==> src/rtl/psrg_regs.vh <==
// psrg_regs.vh: timing constants of the supervisor and ram guard
// assumes ref_clk at 40 MHz; included by its bare name
`ifndef PSRG_REGS_VH
`define PSRG_REGS_VH

// ****************************************
// clock and times
// ****************************************
`define PSRG_CLK_HZ          40000000
`define PSRG_RESET_HOLD_MS   250
`define PSRG_DEBOUNCE_MS     10
`define PSRG_WATCHDOG_MS     1000
// cycle counts derived from the times (least times, exact here)
`define PSRG_RESET_HOLD_CYC  ((`PSRG_CLK_HZ / 1000) * `PSRG_RESET_HOLD_MS)
`define PSRG_DEBOUNCE_CYC    ((`PSRG_CLK_HZ / 1000) * `PSRG_DEBOUNCE_MS)
`define PSRG_WATCHDOG_CYC    ((`PSRG_CLK_HZ / 1000) * `PSRG_WATCHDOG_MS)
`define PSRG_CNT_W           32

// ****************************************
// reset value and state encodings
// ****************************************
`define PSRG_HOLD_RST        32'h00000000
`define PSRG_ST_IDLE         2'h0
`define PSRG_ST_HOLD         2'h1
`define PSRG_ST_WAIT_REL     2'h2

`endif

==> src/rtl/psrg_supervisor.v <==
// psrg_supervisor.v: processor reset supervisor and sram chip-enable guard
// assumes all inputs synchronous to ref_clk; power_fail comes from an
// analog comparator; the reset pin is open drain with an external pullup
//
// Operation
// - reset driven active while power-fail indication is asserted
// - reset held a further 250 ms after supply returns
// - debounced pushbutton press gives reset pulse of at least 250 ms
// - missing watchdog strobe before timeout forces reset active
// - both sram selects inactive while ram enable input is high
// - both sram selects inactive during supply power transients
// - low-byte select only while low-byte enable and ram enable low
// - high-byte select only while high-byte enable and ram enable low
// - reset pin doubles as pushbutton input, driven open drain only
// - watchdog strobe input only services the watchdog timer
`timescale 1ns/10ps
`default_nettype none
`include "psrg_regs.vh"

module psrg_supervisor #(
  parameter [31:0] RESET_HOLD_CYC = `PSRG_RESET_HOLD_CYC,
  parameter [31:0] DEBOUNCE_CYC   = `PSRG_DEBOUNCE_CYC,
  parameter [31:0] WATCHDOG_CYC   = `PSRG_WATCHDOG_CYC
) (
  input  wire ref_clk,
  input  wire arst_n,
  input  wire power_fail,
  input  wire watchdog_strobe_n,
  input  wire ram_enable_in_n,
  input  wire low_byte_enable_n,
  input  wire high_byte_enable_n,
  input  wire cpu_reset_in,
  output wire cpu_reset_out,
  output wire cpu_reset_oe,
  output reg  sram_low_byte_select_n,
  output reg  sram_high_byte_select_n,
  output wire reset_active
);

  // ****************************************
  // state
  // ****************************************
  localparam [1:0] ST_IDLE     = `PSRG_ST_IDLE;
  localparam [1:0] ST_HOLD     = `PSRG_ST_HOLD;
  localparam [1:0] ST_WAIT_REL = `PSRG_ST_WAIT_REL;

  reg  [1:0]  state_reg;
  reg  [1:0]  state_next;
  reg  [31:0] hold_reg;
  reg  [31:0] hold_next;
  reg  [31:0] deb_reg;
  reg  [31:0] wdog_reg;
  reg         press_reg;
  reg         strobe_prev_reg;
  wire        strobe_fall;
  wire        wdog_expired;
  wire        pin_low_ext;

  // the pin reads low from outside only when we are not pulling it
  assign pin_low_ext = ~cpu_reset_in & (state_reg == ST_IDLE);
  assign strobe_fall = strobe_prev_reg & ~watchdog_strobe_n;
  assign wdog_expired = (wdog_reg >= WATCHDOG_CYC - 32'h00000001);

  // debounce of the reset pin sensed as a pushbutton
  always @(posedge ref_clk or negedge arst_n) begin
    if (!arst_n) begin
      deb_reg   <= `PSRG_HOLD_RST;
      press_reg <= 1'b0;
    end else begin
      press_reg <= 1'b0;
      if (!pin_low_ext) begin
        deb_reg <= `PSRG_HOLD_RST;
      end else if (deb_reg >= DEBOUNCE_CYC - 32'h00000001) begin
        press_reg <= 1'b1;
        deb_reg   <= `PSRG_HOLD_RST;
      end else begin
        deb_reg <= deb_reg + 32'h00000001;
      end
    end
  end

  // watchdog: strobe falls or reset end restart it, held at zero outside ST_IDLE
  always @(posedge ref_clk or negedge arst_n) begin
    if (!arst_n) begin
      wdog_reg        <= `PSRG_HOLD_RST;
      strobe_prev_reg <= 1'b1;
    end else begin
      strobe_prev_reg <= watchdog_strobe_n;
      if (state_reg != ST_IDLE || strobe_fall) begin
        wdog_reg <= `PSRG_HOLD_RST;
      end else if (!wdog_expired) begin
        wdog_reg <= wdog_reg + 32'h00000001;
      end
    end
  end

  // reset sequencer
  always @* begin
    state_next = state_reg;
    hold_next  = hold_reg;
    case (state_reg)
      ST_IDLE: begin
        if (power_fail || press_reg || wdog_expired) begin
          state_next = ST_HOLD;
          hold_next  = `PSRG_HOLD_RST;
        end
      end
      ST_HOLD: begin
        if (power_fail) begin
          hold_next = `PSRG_HOLD_RST;
        end else if (hold_reg >= RESET_HOLD_CYC - 32'h00000001) begin
          state_next = ST_WAIT_REL;
        end else begin
          hold_next = hold_reg + 32'h00000001;
        end
      end
      ST_WAIT_REL: begin
        // let the pullup raise the pin before sensing it again
        if (power_fail) begin
          state_next = ST_HOLD;
          hold_next  = `PSRG_HOLD_RST;
        end else if (cpu_reset_in) begin
          state_next = ST_IDLE;
        end
      end
      default: begin
        state_next = ST_HOLD;
        hold_next  = `PSRG_HOLD_RST;
      end
    endcase
  end

  always @(posedge ref_clk or negedge arst_n) begin
    if (!arst_n) begin
      state_reg <= ST_HOLD;
      hold_reg  <= `PSRG_HOLD_RST;
    end else begin
      state_reg <= state_next;
      hold_reg  <= hold_next;
    end
  end

  // open drain: drive low, enable low while driving
  assign reset_active  = (state_reg == ST_HOLD);
  assign cpu_reset_out = 1'b0;
  assign cpu_reset_oe  = ~reset_active;

  // sram chip-enable gating
  always @(posedge ref_clk or negedge arst_n) begin
    if (!arst_n) begin
      sram_low_byte_select_n  <= 1'b1;
      sram_high_byte_select_n <= 1'b1;
    end else begin
      sram_low_byte_select_n  <= power_fail | ram_enable_in_n |
                                 low_byte_enable_n;
      sram_high_byte_select_n <= power_fail | ram_enable_in_n |
                                 high_byte_enable_n;
    end
  end

endmodule
`default_nettype wire

==> config.mk <==
export PLATFORM = sky130hd
export DESIGN_NAME = psrg_supervisor
export DESIGN_NICKNAME = d
export VERILOG_FILES = /design/src/rtl/psrg_supervisor.v
export VERILOG_INCLUDE_DIRS = /design/src /design/src/rtl
export SDC_FILE = /design/constraint.sdc
export NUM_CORES = 1
export LEC_CHECK = 0
export ABC_AREA = 1
export BUFFER_PORTS_ARGS = -buffer_cell sky130_fd_sc_hd__buf_2
export CAP_MARGIN = 0
export CORE_UTILIZATION = 28
export DETAILED_ROUTE_END_ITERATION = 7
export PLACE_DENSITY = 0.54
export SKIP_CTS_REPAIR_TIMING = 1
export SLEW_MARGIN = 5
export SYNTH_ARGS = -nofsm -noshare
export SYNTH_HDL_FRONTEND = slang
export SYNTH_SLANG_ARGS = --single-unit
==> constraint.sdc <==
create_clock -name ref_clk -period 1.7 [get_ports ref_clk]
set_input_delay 0.17 -clock ref_clk [delete_from_list [all_inputs] [get_ports ref_clk]]
set_output_delay 0.17 -clock ref_clk [all_outputs]
set_load 0.005 [all_outputs]
==> impl_metrics.yaml <==
logic_synthesis:
  synthArstFlopShare_pct: 100
  synth_common_cells: "nand2_1, nor2_1, dfrtp_1"
  yosys.area.top_type: "dfrtp_1"
  synth.distinct_cells: 38
  syn_area_mm2: 0.00578
  synth.area.top_cells: "dfrtp_1, nand2_1, nor2_1, inv_1, nand3_1"
  synth_most_common_cell: "nand2_1"
  ys_warn_count: 0
  synthFlopType: "dfrtp_1"
  postSynthAreaPerCell_um2: 7.27
  synth_top_area_share_pct: 42.5
  synth_edf_count: 0
  ys_seq_area_share_pct: 44.3
  synth_seq_cells: 102
  syn_inst: 794
routing:
  viasPerCell: 4.55
  num_vias: 5296
  wl_per_cell_um: 13.3
  first_iter_violations: 295
  drc: 0
  firstDrtPassIters: 7
  wl_um: 15500
  final_antenna_net_count: 0
critical_path:
  path_max_fanout: 19
  critPathSlowestCell: "dfrtp_1"
  crit_family: "simple AND/OR/NAND/NOR gates"
  cp-end-kind: "flop"
  crit_required_ns: 1.94
  crit_top_cell: "nand2_1"
  critical_path_arrival_ns: 1.97
  max_stage_delay_ns: 0.39
  crit_path_start_kind: "flop"
  cp.buffers_inverters: 1
  path_cells: "ha_2, nand2_4, nor2_4, nand2_2, nand2_2, nand2_1, nand2_1, nand2_1, nand2_1, nand2_2, nand3_4, buf_12, nand2_1, nand2_1"
  criticalPathCategory: "reg -> reg"
grt:
  antenna_found_initial: 1
  grt_max_degree: 55
  grt_usage_pct: 14.6
  grt_pass1_wl_um: 25100
  overflow: 0
  grt_pass1_vias: 5062
cts:
  h-tree-depth: 3
  cts-root-buf: "clkbuf_16"
  clk_latency_ns: 0.36
  max-clock-path-buffers: 2
  clk_pin_slew_worst_paths_ns: 0.08
  numCtsBuffers: 9
  cts_tree: "done"
  clock_sinks: 102
floorplanning:
  dieArea_mm2: 0.0212
  io_pins: 13
  initial_core_util_pct: 28.5
  coreArea_mm2: 0.0202
  rows: 52
  die_h_um: 146
  die_w_um: 146
timing:
  timing.hold.ws_ns: 0.0479
  setup_viol: 27
  hold_viol: 0
  skew_ns: 0.0110
  drv_slew: 0
  finalCriticalPeriod_ns: 1.73
  finalCritPeriodShare_pct: 102
  rsz0062_at_grt: "true"
  fmax_ghz: 0.579
  finalWorstSetupSlack_ns: -0.0260
min_path:
  min_path_type: "in -> reg"
placement:
  dpl_worst_slack_ns: -0.00179
  gp_congestion: 0.878
  place_area_mm2: 0.00668
  place_hpwl_um: 10600
  dp.cells: 1133
  io_buffer_count: 11
cells_and_area:
  nets: 900
  layout-area-overhead-vs-synth_pct: 32.4
  finalNonFillerCells: 1165
  layout-drive-gt1-share_pct: 24.6
  fin_util_pct: 37.8
  fin_area_mm2: 0.00764
power_and_ir_drop:
  powerDensity_mw_per_mm2: 619
  peakVddDrop_uv: 394
  cellLeakagePower_nw: 3.51
run:
  cap_violations: 0
outcome:
  violations: "negative setup slack"
  run_status: "finished, violations left"
## where the power goes
| group | switching [mW] | internal, mW | total (mW) |
|---|---|---|---|
| Sequential | 0.0112 | 2.45 | 2.46 |
| Clock | 1.07 | 1.06 | 2.13 |
| Combinational | 0.0912 | 0.0492 | 0.140 |
| Total | 1.18 | 3.56 | 4.73 |
## layout make-up
| cell class | count | area [um2] |
|---|---|---|
| Antenna cell | 1 | 2.50 |
| Clock inverter | 7 | 88.8 |
| Clock buffer | 9 | 225 |
| Tap cell | 270 | 338 |
| Timing Repair Buffer | 89 | 877 |
| Inverter | 90 | 345 |
| Fill cell | 2084 | 12600 |
| Sequential cell | 102 | 2560 |
| Multi-Input combinational cell | 597 | 3210 |
## cells in the final DEF, fill, tap and decap left out, types with 3 or more instances in the layout
master	synthesis	layout
nor2_4	1	6
nand3b_1	3	3
inv_2	0	4
a21oi_1	8	7
nand3_1	49	46
xor2_1	27	26
and2_1	4	4
xnor2_1	5	5
nand3_2	2	3
dfrtp_1	98	96
buf_12	0	8
dfstp_2	4	4
o21ai_2	0	18
nor2_1	141	115
nand3_4	2	4
nor2_2	1	22
nand4_1	38	38
buf_2	1	10
clkinv_8	0	3
buf_4	4	55
nor3_1	22	17
conb_1	1	14
nor3_2	0	5
nand2_2	3	28
nand2_1	226	193
clkbuf_16	0	14
nand2_4	2	9
o21ai_1	1	4
buf_6	5	7
inv_1	89	84
nor4_1	4	4
o21ai_0	29	8
## metal layers
| metal | vias to the layer above | wire [um] | GRT usage [%] | share of wire (%) |
|---|---|---|---|---|
| met4 | 0 | 212 | 3.21 | 1.4 |
| met2 | 84 | 7560 | 24.2 | 49 |
| met1 | 2494 | 7180 | 19.5 | 46 |
| met3 | 16 | 563 | 3.13 | 3.6 |
| li1 | 2702 | - | - | - |
| met5 | - | 0 | 0 | 0 |
## metrics by stage
| step | TNS (ns) | total power [mW] |
|---|---|---|
| after floorplan | 0 | 2.54 |
| after global placement | 0 | 2.65 |
| after detailed placement | -0.00179 | 2.65 |
| after CTS | -0.0958 | 4.81 |
| after global routing | -8.61 | 4.94 |
| final | -0.299 | 4.73 |
## kinds of logic (layout without fill, tap and decap cells)
logic type / Yosys count / after routing / share of synthesized area, %
AO/OA/AOI/OAI: 47 / 47 / 4.48
XOR/XNOR: 32 / 32 / 4.85
adder cells (fa/ha/maj): 3 / 3 / 0.650
buffers and inverters: 108 / 195 / 7.95
flip-flops: 102 / 102 / 44.3
other: 1 / 15 / 0.0649
AND/OR/NAND/NOR: 501 / 501 / 37.7
## worst paths after layout
kind                                    startpoint                       to  slack [ns]  depth (start not counted)
worst max-delay path                   hold_reg[0]             hold_reg[17]       -0.03                         14
worst min-delay path            high_byte_enable_n  sram_high_byte_select_n        0.05                          2
worst max register to register         hold_reg[0]             hold_reg[17]       -0.03                         14
worst min register to register        hold_reg[27]             hold_reg[27]        0.47                          2
max in group asynchronous                   arst_n          strobe_prev_reg        0.81                          3
min in group asynchronous                   arst_n             wdog_reg[30]        0.25                          2
Note: power is estimated with default switching activity, not from simulation.
